===== src/tone_ctl_params.svh =====
// Subaddresses, field positions, reset values and limits for the tone
// control register bank. Definitions only; included by both design files.
`ifndef TONE_CTL_PARAMS_SVH
`define TONE_CTL_PARAMS_SVH

`define SUBADDR_BASS_SET      8'hDA
`define SUBADDR_BASS_INDEX    8'hDB
`define SUBADDR_TREBLE_SET    8'hDC

`define LANE_COUNT            4
`define LANE_BYTE_WIDTH       8
`define SEL_WIDTH             3
`define SEL_NO_CHANGE         3'h0
`define SEL_MAX_LEGAL         3'h5
`define SEL_RESET             3'h1

`define BASS_INDEX_RESET      32'h12121212
`define BASS_INDEX_MAX        8'h24
`define BASS_MAX_BOOST_DB     6'h12
`define GAIN_WIDTH            6

`endif


===== src/tone_ctl_pkg.sv =====
// Types shared by the tone control register bank and its lane selector.
// Constants live in tone_ctl_params.svh.
package tone_ctl_pkg;
  typedef logic [2:0] filter_sel_t;
  typedef logic [7:0] lane_byte_t;
  typedef logic [5:0] gain_db_t;
endpackage


===== src/tone_control_filter_select.sv =====
// Tone control register bank: bass and treble filter-set selectors and
// bass boost/cut index, reached by subaddress from an I2C front end.
// Assumes the front end delivers whole 32-bit words with one-cycle strobes.
// Bypass controls belong to another register block and arrive as levels.
// Overview of operation
// - Tone shaping applies only once host sets bypass controls to inline.
// - Bass filter-set register 0xDA: lanes subwoofer, 6/5, 4/3, 7/2/1 high-to-low.
// - Treble filter-set register 0xDC uses the same four byte lanes.
// - Only low three bits per treble lane count; upper five bits reserved zero.
// - Bass index register 0xDB holds one index byte per lane, same order.
// - Every bass index byte resets to 0x12, meaning zero decibels.
// - Bass index 0x00 is +18 dB, one dB less per step, 0x24 is -18 dB.
`timescale 1ns/10ps
`include "tone_ctl_params.svh"
module tone_control_filter_select
  import tone_ctl_pkg::*;
#(
  parameter int LANES = `LANE_COUNT
) (
  input  wire logic                       CLK_I,            // 125 MHz clock
  input  wire logic                       RESET_N_I,        // Sync reset, low
  input  wire logic [7:0]                 SUBADDR_I,        // Register subaddress
  input  wire logic                       WR_STB_I,         // Write word pulse
  input  wire logic [31:0]                WR_DATA_I,        // Write word
  input  wire logic                       RD_STB_I,         // Read word pulse
  input  wire logic                       BASS_INLINE_I,    // Bass bypass off
  input  wire logic                       TREBLE_INLINE_I,  // Treble bypass off
  output logic [31:0]                     RD_DATA_O,        // Read word
  output logic                            RD_VALID_O,       // Read data pulse
  output logic [LANES*`SEL_WIDTH-1:0]     BASS_SET_O,       // Bass set per lane
  output logic [LANES*`SEL_WIDTH-1:0]     TREBLE_SET_O,     // Treble set per lane
  output logic [LANES*`GAIN_WIDTH-1:0]    BASS_GAIN_DB_O,   // Signed dB per lane
  output logic                            BASS_ACTIVE_O,    // Bass shaping live
  output logic                            TREBLE_ACTIVE_O,  // Treble shaping live
  output logic                            ILLEGAL_SEL_O     // Pulse: bad selector
);
  logic                          wr_bass_set;
  logic                          wr_bass_index;
  logic                          wr_treble_set;
  logic [LANES*`SEL_WIDTH-1:0]   bass_sel;
  logic [LANES*`SEL_WIDTH-1:0]   treble_sel;
  logic [LANES-1:0]              bass_bad;
  logic [LANES-1:0]              treble_bad;
  logic                          bass_bad_any;
  logic                          treble_bad_any;
  logic [31:0]                   bass_boost_cut_index;
  lane_byte_t                    subwoofer_lane_bass_index;
  lane_byte_t                    pair_six_five_bass_index;
  lane_byte_t                    pair_four_three_bass_index;
  lane_byte_t                    front_center_group_bass_index;
  logic [31:0]                   bass_set_word;
  logic [31:0]                   treble_set_word;
  logic [31:0]                   next_rd_data;
  logic [LANES*`GAIN_WIDTH-1:0]  next_gain;

  // Reset word, split into lane bytes by part-select below
  localparam logic [31:0] INDEX_RESET_WORD = `BASS_INDEX_RESET;

  // Subaddress decode of the three words; anything else is ignored.
  // Strobes are one cycle wide, so each decode fires once per transfer.
  assign wr_bass_set   = WR_STB_I && SUBADDR_I == `SUBADDR_BASS_SET;
  assign wr_bass_index = WR_STB_I && SUBADDR_I == `SUBADDR_BASS_INDEX;
  assign wr_treble_set = WR_STB_I && SUBADDR_I == `SUBADDR_TREBLE_SET;

  // One bass and one treble selector per lane; lane 3 is the subwoofer in the top byte.
  // Bass and treble share one lane module, so their code rules cannot drift.
  genvar g;
  generate
    for (g = 0; g < LANES; g++) begin : g_lane
      tone_lane_select u_bass (
        .clk_i     (CLK_I),
        .reset_n_i (RESET_N_I),
        .wr_i      (wr_bass_set),
        .data_i    (WR_DATA_I[g*8 +: 8]),
        .sel_o     (bass_sel[g*`SEL_WIDTH +: `SEL_WIDTH]),
        .illegal_o (bass_bad[g])
      );
      tone_lane_select u_treble (
        .clk_i     (CLK_I),
        .reset_n_i (RESET_N_I),
        .wr_i      (wr_treble_set),
        .data_i    (WR_DATA_I[g*8 +: 8]),
        .sel_o     (treble_sel[g*`SEL_WIDTH +: `SEL_WIDTH]),
        .illegal_o (treble_bad[g])
      );
      // Readback places the selector in the lane's low bits, reserved as zero
      assign bass_set_word[g*8 +: 8]   = {5'h00, bass_sel[g*`SEL_WIDTH +: `SEL_WIDTH]};
      assign treble_set_word[g*8 +: 8] = {5'h00, treble_sel[g*`SEL_WIDTH +: `SEL_WIDTH]};
      // Linear map: gain = 18 - index, in whole decibels; six bits cover the
      // legal range, and an index above the limit wraps to a meaningless gain
      gain_db_t lane_index; // Low six index bits
      gain_db_t lane_gain;  // Gain before bypass
      assign lane_index = bass_boost_cut_index[g*8 +: `GAIN_WIDTH];
      assign lane_gain  = `BASS_MAX_BOOST_DB - lane_index;
      // Bypass holds the gain at zero so no shaping leaks through
      assign next_gain[g*`GAIN_WIDTH +: `GAIN_WIDTH] =
        BASS_INLINE_I ? lane_gain : 6'h00;
    end
  endgenerate

  // Subwoofer index byte; values above the limit are stored as written, the
  // host is trusted not to send them and the gain then means nothing
  always_ff @(posedge CLK_I) begin
    if (!RESET_N_I) begin
      subwoofer_lane_bass_index <= INDEX_RESET_WORD[31:24];
    end else if (wr_bass_index) begin
      subwoofer_lane_bass_index <= WR_DATA_I[31:24];
    end
  end

  // Index byte of the 6/5 pair
  always_ff @(posedge CLK_I) begin
    if (!RESET_N_I) begin
      pair_six_five_bass_index <= INDEX_RESET_WORD[23:16];
    end else if (wr_bass_index) begin
      pair_six_five_bass_index <= WR_DATA_I[23:16];
    end
  end

  // Index byte of the 4/3 pair
  always_ff @(posedge CLK_I) begin
    if (!RESET_N_I) begin
      pair_four_three_bass_index <= INDEX_RESET_WORD[15:8];
    end else if (wr_bass_index) begin
      pair_four_three_bass_index <= WR_DATA_I[15:8];
    end
  end

  // Index byte of the 7/2/1 group
  always_ff @(posedge CLK_I) begin
    if (!RESET_N_I) begin
      front_center_group_bass_index <= INDEX_RESET_WORD[7:0];
    end else if (wr_bass_index) begin
      front_center_group_bass_index <= WR_DATA_I[7:0];
    end
  end

  // Lanes rejoined in word order, subwoofer in the top byte
  assign bass_boost_cut_index = {subwoofer_lane_bass_index,
                                 pair_six_five_bass_index,
                                 pair_four_three_bass_index,
                                 front_center_group_bass_index};

  // Read mux; unmapped subaddresses answer zero
  always_comb begin
    case (SUBADDR_I)
      `SUBADDR_BASS_SET:   next_rd_data = bass_set_word;
      `SUBADDR_BASS_INDEX: next_rd_data = bass_boost_cut_index;
      `SUBADDR_TREBLE_SET: next_rd_data = treble_set_word;
      default:             next_rd_data = 32'h00000000;
    endcase
  end

  // Read valid, exactly one cycle after the strobe edge
  always_ff @(posedge CLK_I) begin
    if (!RESET_N_I) begin
      RD_VALID_O <= 1'b0;
    end else begin
      RD_VALID_O <= RD_STB_I;
    end
  end

  // Read word, held until the next read so a slow host can still take it;
  // a write in the same cycle is seen by the following read only
  always_ff @(posedge CLK_I) begin
    if (!RESET_N_I) begin
      RD_DATA_O <= 32'h00000000;
    end else if (RD_STB_I) begin
      RD_DATA_O <= next_rd_data;
    end
  end

  // Bass selections to the filter datapath, one cycle behind the lanes
  always_ff @(posedge CLK_I) begin
    if (!RESET_N_I) begin
      BASS_SET_O <= '0;
    end else begin
      BASS_SET_O <= bass_sel;
    end
  end

  // Treble selections, same timing as bass
  always_ff @(posedge CLK_I) begin
    if (!RESET_N_I) begin
      TREBLE_SET_O <= '0;
    end else begin
      TREBLE_SET_O <= treble_sel;
    end
  end

  // Per-lane gain; bypass already forces zero in next_gain
  always_ff @(posedge CLK_I) begin
    if (!RESET_N_I) begin
      BASS_GAIN_DB_O <= '0;
    end else begin
      BASS_GAIN_DB_O <= next_gain;
    end
  end

  // Bass shaping live flag; the datapath must gate the filter sets on it,
  // since a zero gain alone cannot say whether shaping is inline
  always_ff @(posedge CLK_I) begin
    if (!RESET_N_I) begin
      BASS_ACTIVE_O <= 1'b0;
    end else begin
      BASS_ACTIVE_O <= BASS_INLINE_I;
    end
  end

  // Treble shaping live flag
  always_ff @(posedge CLK_I) begin
    if (!RESET_N_I) begin
      TREBLE_ACTIVE_O <= 1'b0;
    end else begin
      TREBLE_ACTIVE_O <= TREBLE_INLINE_I;
    end
  end

  // Any lane of either register written with a reserved code
  assign bass_bad_any   = |bass_bad;
  assign treble_bad_any = |treble_bad;

  // Illegal selector flag, a second stage behind the lane flags; the host
  // sees it two cycles after the bad write, the codes themselves are dropped
  always_ff @(posedge CLK_I) begin
    if (!RESET_N_I) begin
      ILLEGAL_SEL_O <= 1'b0;
    end else begin
      ILLEGAL_SEL_O <= bass_bad_any || treble_bad_any;
    end
  end
endmodule


===== src/tone_lane_select.sv =====
// One lane of a filter-set register: holds a 3-bit selector.
// Assumes the caller presents one byte and a one-cycle write strobe.
`timescale 1ns/10ps
`include "tone_ctl_params.svh"
module tone_lane_select
  import tone_ctl_pkg::*;
#(
  parameter filter_sel_t RESET_SEL = `SEL_RESET
) (
  input  wire logic        clk_i,     // System clock
  input  wire logic        reset_n_i, // Synchronous reset, active low
  input  wire logic        wr_i,      // Write strobe for this register
  input  wire lane_byte_t  data_i,    // Lane byte as written
  output filter_sel_t      sel_o,     // Current filter-set selection
  output logic             illegal_o  // Pulse: reserved code written
);
  filter_sel_t code;

  // Only the low bits select; reserved upper bits are ignored
  assign code = data_i[`SEL_WIDTH-1:0];

  // Zero keeps, one to five load, six and seven are dropped
  always_ff @(posedge clk_i) begin
    if (!reset_n_i) begin
      sel_o <= RESET_SEL;
    end else if (wr_i && code != `SEL_NO_CHANGE && code <= `SEL_MAX_LEGAL) begin
      sel_o <= code;
    end
  end

  // Flag illegal codes so the host slip is visible rather than silent
  always_ff @(posedge clk_i) begin
    if (!reset_n_i) begin
      illegal_o <= 1'b0;
    end else begin
      illegal_o <= wr_i && code > `SEL_MAX_LEGAL;
    end
  end
endmodule

===== config.mk =====
export PLATFORM = sky130hd
export DESIGN_NAME = tone_control_filter_select
export DESIGN_NICKNAME = d
export VERILOG_FILES = /design/src/tone_ctl_pkg.sv /design/src/tone_control_filter_select.sv /design/src/tone_lane_select.sv
export VERILOG_INCLUDE_DIRS = /design/src
export SDC_FILE = /design/constraint.sdc
export NUM_CORES = 1
export LEC_CHECK = 0
export BUFFER_PORTS_ARGS = -buffer_cell sky130_fd_sc_hd__buf_2
export CORE_MARGIN = 5
export CORE_UTILIZATION = 53
export DETAILED_ROUTE_END_ITERATION = 8
export GPL_ROUTABILITY_DRIVEN = 0
export PLACE_DENSITY = 0.83
export SETUP_SLACK_MARGIN = 0.15
export SYNTH_ARGS = -nofsm -noshare
export SYNTH_HDL_FRONTEND = slang
export SYNTH_SLANG_ARGS = --single-unit

===== constraint.sdc =====
create_clock -name CLK_I -period 4.6 [get_ports CLK_I]
set_clock_uncertainty 0.1 [all_clocks]
set_input_delay 0.46 -clock CLK_I [delete_from_list [all_inputs] [get_ports CLK_I]]
set_output_delay 0.46 -clock CLK_I [all_outputs]
set_load 0.005 [all_outputs]

==> run metrics, run 1 <==
Worst setup SP type=primary input; 1st-iter DRT viols=283; # rows=36; DRC=0; fin crit period=2.63 ns; P_leak=0.00286 uW; ANT nets after route=0; Final Hold Viols=0; r2r endpoint=RD_DATA_O[26]; Final nets=744; most frequent cells in the layout=dfxtp_1 (148), buf_2 (129), nand2_1 (93); CP max FO=17; WL final=14.0 mm; Avg Cell Area, Syn=9.25 sq um; fraction of layout cells with a size suffix above 1=23.3%; # hold bufs at CTS=0; relative max-transition margin=19.1%; min-delay worst type=in -> reg; Hold Path End=TREBLE_ACTIVE_O; largest net degree at the start of global routing=55; # setup viols final=0; top-level I/O count=130; max-slew violations=0; vias in the first global route=4716; max cap viols=0; Worst-Skew Late Latency=0.52 ns; H-tree levels=4; Inserted Clock Buffers=17; dpl hpwl=9.58 mm; Core Area=9860 sq um; R2R Setup Slk=3.31 ns; Hold Crit Start=TREBLE_INLINE_I; CTS sink count=148; antenna violations before repair=0; status=finished, final reports clean; WL per Instance=16.7 microns; Synth area leader=dfxtp_1; CTS max path bufs=2; top_reg_cell synth=dfxtp_1; Clk pin slew, worst setup/hold paths=0.06 ns; Yosys reg bits=148; path type of the worst setup path=in -> reg; Post-synth EDFFs=0; post-synth cell types=42; Starting Density=54.7%; warning count from the yosys run=0; power per cell area=407 nW/um^2; Syn-to-layout area delta=22.7%; Yosys top cell area share=54.9%; PortBufs=129; CP arrival=2.91 ns; via count=4695; Tcrit/Tclk final=57.1%; Crit path required time=4.88 ns; Setup Buffers After CTS=0; maximum VDD drop=0.214 mV; Root Driver=clkbuf_8; Pre-antenna DRT Iters=5; CP endpoint kind=flop; reg2reg start=subwoofer_lane_bass_index[2]; DIE WIDTH=111 microns; unrepaired setup endpoints after global routing=false; Worst-Margin Slew=1.21 ns; DR vias/cell=5.60; Synth Instances=584; asr flop ratio synth=0%; R2R depth=4; sum of negative setup slack=0 ns; die area=12300 sq um; CTS tree=done; die height=111 microns; gr usage total=23.1%; GRT overflow=0; first-pass GRT wire length=23.0 mm; most common cell after layout, fill and taps aside=dfxtp_1; footprint of the multi-input gates=2230 sq um; register area share after synthesis=54.9%; Layout fillers=785; synth top area cells=dfxtp_1 (55%), nand2_1 (6.5%), a22o_1 (4.2%), a21oi_1 (3.5%), and2_1 (3.1%); area occupied by registers=2960 sq um; hold-critical path depth=2; Mapped Area=5400 sq um; Post-Syn Nets=634; Max Fclk=381 MHz; WHS=0.0416 ns; antenna cells=0; Post-CTS Resized=0
==> critical path, stage by stage <==
cell     delay (ns)
buf_2          0.25
nor3b_2        0.79
nand4_1        0.74
o31ai_1        0.54
o41ai_1        0.13
==> cell families after synthesis <==
family,Yosys count,share of synthesized area (%)
compound gates,130,15.8
simple gates,222,19.3
flops,148,54.9
buf+inv,49,3.80
xor+xnor,19,3.08
fa+ha+maj,4,0.927
mux,12,2.22
==> worst max path at each step <==
| stage | start | end | slack [ns] | depth (start not counted) |
|---|---|---|---|---|
| 2_1_floorplan | SUBADDR_I[0] | RD_DATA_O[25] | 2.79 | 6 |
| 3_3_place_gp | SUBADDR_I[0] | g_lane[0].u_treble.sel_o[2] | 1.82 | 5 |
| 3_5_place_dp | SUBADDR_I[0] | g_lane[0].u_treble.sel_o[2] | 1.59 | 5 |
| 4_1_cts | SUBADDR_I[0] | g_lane[0].u_treble.sel_o[2] | 2.11 | 5 |
| 5_1_grt | SUBADDR_I[0] | g_lane[0].u_treble.sel_o[2] | 1.78 | 5 |
| 6_report | SUBADDR_I[0] | g_lane[0].u_treble.sel_o[2] | 1.97 | 5 |
==> flip-flops by register name, summed over array words and instances (netlist names), 12 cells and up <==
signal,count
RD_DATA_O,32
BASS_GAIN_DB_O,24
BASS_SET_O,12
TREBLE_SET_O,12
g_lane.u_bass.sel_o,12
g_lane.u_treble.sel_o,12
==> synth_stat cells (12+ instances only) <==
cell      count
and2_1       27
nand3_1      19
a22o_1       26
nor2_1       39
dfxtp_1     148
o21ai_0      31
a21oi_1      38
nor3_1       15
nand2_1      93
clkbuf_1     31
mux2i_1      12
xnor2_1      13
==> report_power, final <==
group | total, uW | internal, uW | switching, uW
clock network | 1300 | 807 | 496
registers | 1290 | 1290 | 2.21
logic | 105 | 35.7 | 68.9
total | 2700 | 2130 | 567
==> per-layer routing <==
metal	vias to the layer above	wire length, microns	global-route usage (%)
met5	-	0	0
met4	0	277	10.2
met3	25	1270	7.21
met2	229	6750	37.8
met1	2221	5680	27.9
li1	2220	-	-
==> metrics by stage <==
step	utilization, %	total power, uW	worst slack [ns]	area [sq um]	cells
after CTS	67.2	2710	2.11	6630	838
after detailed placement	61.5	1420	1.59	6060	808
after floorplan	-	1380	2.79	5400	584
after global routing	67.2	2780	1.78	6630	838
after global placement	61.5	1420	1.82	6060	808
final	67.2	2700	1.97	6630	838
==> layout make-up <==
| class | count | share of cell area (%) |
|---|---|---|
| sequential | 148 | 44.7 |
| multi-input combinational | 387 | 33.7 |
| timing repair buffer | 132 | 10.1 |
| clock buffer | 22 | 6.99 |
| tap | 133 | 2.51 |
| clock inverter | 8 | 1.55 |
| inverter | 8 | 0.453 |
Power figures use the tool's default switching activity.
==> run 2, diff against run 1 <==
Settings changed: ABC_AREA set to 1.
Clock period 4.6 ns to 2.7 ns, I/O delays scaled along.
==> run 2 against run 1 <==
Compared with the run above: combinational power rose by 120%; sequential share of layout area fell by 2.5 points; worst hold slack better by 0.010 ns; critical path depth up 2; cell count grew 19%; sequential power rose by 72%; global-route usage is 0.60 points lower; setup slack worse by 0.99 ns; flip-flop and latch count unchanged; power is 71% higher; first-iteration DRC count up 3.9%; die area rose by 1.3%; largest power group is now registers; highest routed layer unchanged.
==> run metrics, run 2 <==
status=finished, final reports clean; synth top area cells=dfxtp_1 (54%), nand2_1 (8.8%), nor2_1 (6.7%), nand3_1 (6.4%), a21oi_1 (5.6%); power per cell area=656 nW/um^2; Top reg by flops=RD_DATA_O; DIE WIDTH=112 microns; PortBufs=129; ANT nets after route=0; Post-Layout Inst Area=7020 sq um; top-count cell post-synth=dfxtp_1; warning count from the yosys run=0; most common cell after layout, fill and taps aside=dfxtp_1; Synth Instances=701; post-synth cell types=25; top-level I/O count=130; CP max FO=37; max cap viols=0; Post-Syn Nets=751; CP arrival=2.01 ns; # rows=37; H-tree levels=4; DR vias/cell=5.00; Post-synth EDFFs=0; first-pass GRT wire length=23.0 mm; CP peak stage delay=0.55 ns; CTS max path bufs=2; reg2reg start=pair_six_five_bass_index[1]; Max Fclk=583 MHz; crit-path cells=dlygate4sd3_1, buf_2, inv_1, nor2_8, inv_4, nor2_1, nor2_1; CTS sink count=148; antenna cells=0; Root Driver=clkbuf_8; Synth area leader=dfxtp_1; antenna violations before repair=0; R2R depth=5; die area=12500 sq um; min-delay worst type=in -> reg; r2r endpoint=BASS_GAIN_DB_O[16]; Worst-Skew Late Latency=0.51 ns; Hold Path End=BASS_GAIN_DB_O[6]; WL final=13.9 mm; Yosys top cell area share=54.1%; 1st-iter DRT viols=294; max reg flops=32; relative max-transition margin=40.4%; GRT overflow=0; Hold Crit Start=BASS_INLINE_I; Clk pin slew, worst setup/hold paths=0.06 ns; via count=5001; CP endpoint kind=flop; Yosys reg bits=148; Crit path required time=3.00 ns; unrepaired setup endpoints after global routing=false; Finished Layout Cells=1000; Worst-Margin Slew=0.895 ns; largest net degree at the start of global routing=97; Core Util, Final=68.9%; sum of negative setup slack=0 ns; vias in the first global route=4654; placed cells=937; die height=112 microns; path type of the worst setup path=in -> reg; Core Area=10200 sq um; CP max-delay cell=dlygate4sd3_1; Post-Place Cell Area=6150 sq um; Syn-to-layout area delta=28.2%; Worst setup SP type=primary input; Pre-antenna DRT Iters=5; Tcrit/Tclk final=63.5%; asr flop ratio synth=0%; Largest regs=RD_DATA_O x32, BASS_GAIN_DB_O x24; Inserted Clock Buffers=17; CTS tree=done; most frequent cells in the layout=dfxtp_1 (148), nand2_1 (129), buf_2 (129); fin crit period=1.72 ns; Final nets=904; maximum VDD drop=0.391 mV; P_leak=0.00345 uW; CP most frequent cell=nor2_1; Synth top cells by count=dfxtp_1 (148), nand2_1 (129), nor2_1 (98); WL per Instance=13.9 microns; R2R Setup Slk=1.48 ns; dpl hpwl=8.98 mm; register area share after synthesis=54.1%; max-slew violations=0; top_reg_cell synth=dfxtp_1; gr usage total=22.5%; DRC=0; hold-critical path depth=3; Starting Density=53.8%; Setup Buffers After CTS=0; # setup viols final=0; fraction of layout cells with a size suffix above 1=20.7%; Final Hold Viols=0; Mapped Area=5480 sq um; Avg Cell Area, Syn=7.81 sq um
==> run 2: cell count changes in the layout (fill, tap and decap cells not counted), moves of 22 or more <==
| cell | delta |
|---|---|
| nand3_1 | +51 |
| and2_1 | -27 |
| a22o_1 | -26 |
| nand2_1 | +36 |
| a21oi_1 | +23 |
| inv_1 | +49 |
| o21ai_1 | +22 |
| dlygate4sd3_1 | +34 |
| nor2_1 | +60 |
==> run 2: where the power goes <==
part           leakage [uW]  total [uW]  internal (uW)  switching, uW
Sequential          0.00120        2220           2210           11.1
Clock              0.000254        2150           1290            863
Combinational       0.00200         236           98.9            137
==> run 2: how the worst max path moves through the flow <==
stage,start,to,slack [ns]
floorplan,SUBADDR_I[2],subwoofer_lane_bass_index[2],1.39
detailed placement,SUBADDR_I[2],pair_four_three_bass_index[3],0.68
finish,WR_STB_I,pair_four_three_bass_index[3],0.98
CTS,WR_STB_I,pair_four_three_bass_index[3],1.02
global placement,SUBADDR_I[2],subwoofer_lane_bass_index[1],0.74
global route,WR_STB_I,pair_four_three_bass_index[3],0.83
==> run 2: cells by family (layout without fill, tap and decap cells) <==
logic type / after synthesis / after routing / share of synthesized area [%]
DFF: 148 / 148 / 54.1
and+or+nand+nor: 326 / 326 / 25.7
buffers and inverters: 95 / 258 / 7.63
AOI/OAI and AO/OA: 128 / 128 / 11.7
adders and majority gates: 4 / 4 / 0.914
==> run 2: through the flow <==
stage	worst slack [ns]	hold WS (ns)	power [uW]
2_1_floorplan	1.39	0.268	2370
3_3_place_gp	0.744	0.339	2460
3_5_place_dp	0.683	0.339	2460
4_1_cts	1.02	0.0410	4640
5_1_grt	0.831	0.0780	4760
6_report	0.985	0.0518	4610
==> run 2: metal layers <==
metal  track usage [%]  routed length [microns]  vias to the layer above
met5                 0                        0                        -
met4              8.19                      180                        0
met2              35.8                     6450                      204
met3              7.23                     1250                       19
met1              28.7                     6010                     2207
li1                  -                        -                     2571
==> run 2: layout make-up <==
| type | count | area (sq um) |
|---|---|---|
| Clock buffer | 18 | 418 |
| Timing Repair Buffer | 169 | 1030 |
| Inverter | 60 | 228 |
| Sequential cell | 148 | 2960 |
| Clock inverter | 11 | 115 |
| Multi-Input combinational cell | 458 | 2100 |
| Tap cell | 136 | 170 |
| Fill cell | 855 | 3160 |
==> run 2: timing repair <==
action	4_1_cts	5_1_grt
resized for setup	0	0
hold buffers	34	0
hold endpoints to repair	64	0
==> run 2: worst max-delay path: cells and delay by family <==
family                 cells  cell delay, ns
buffers and inverters      4            1.05
AND/OR/NAND/NOR            3            0.68
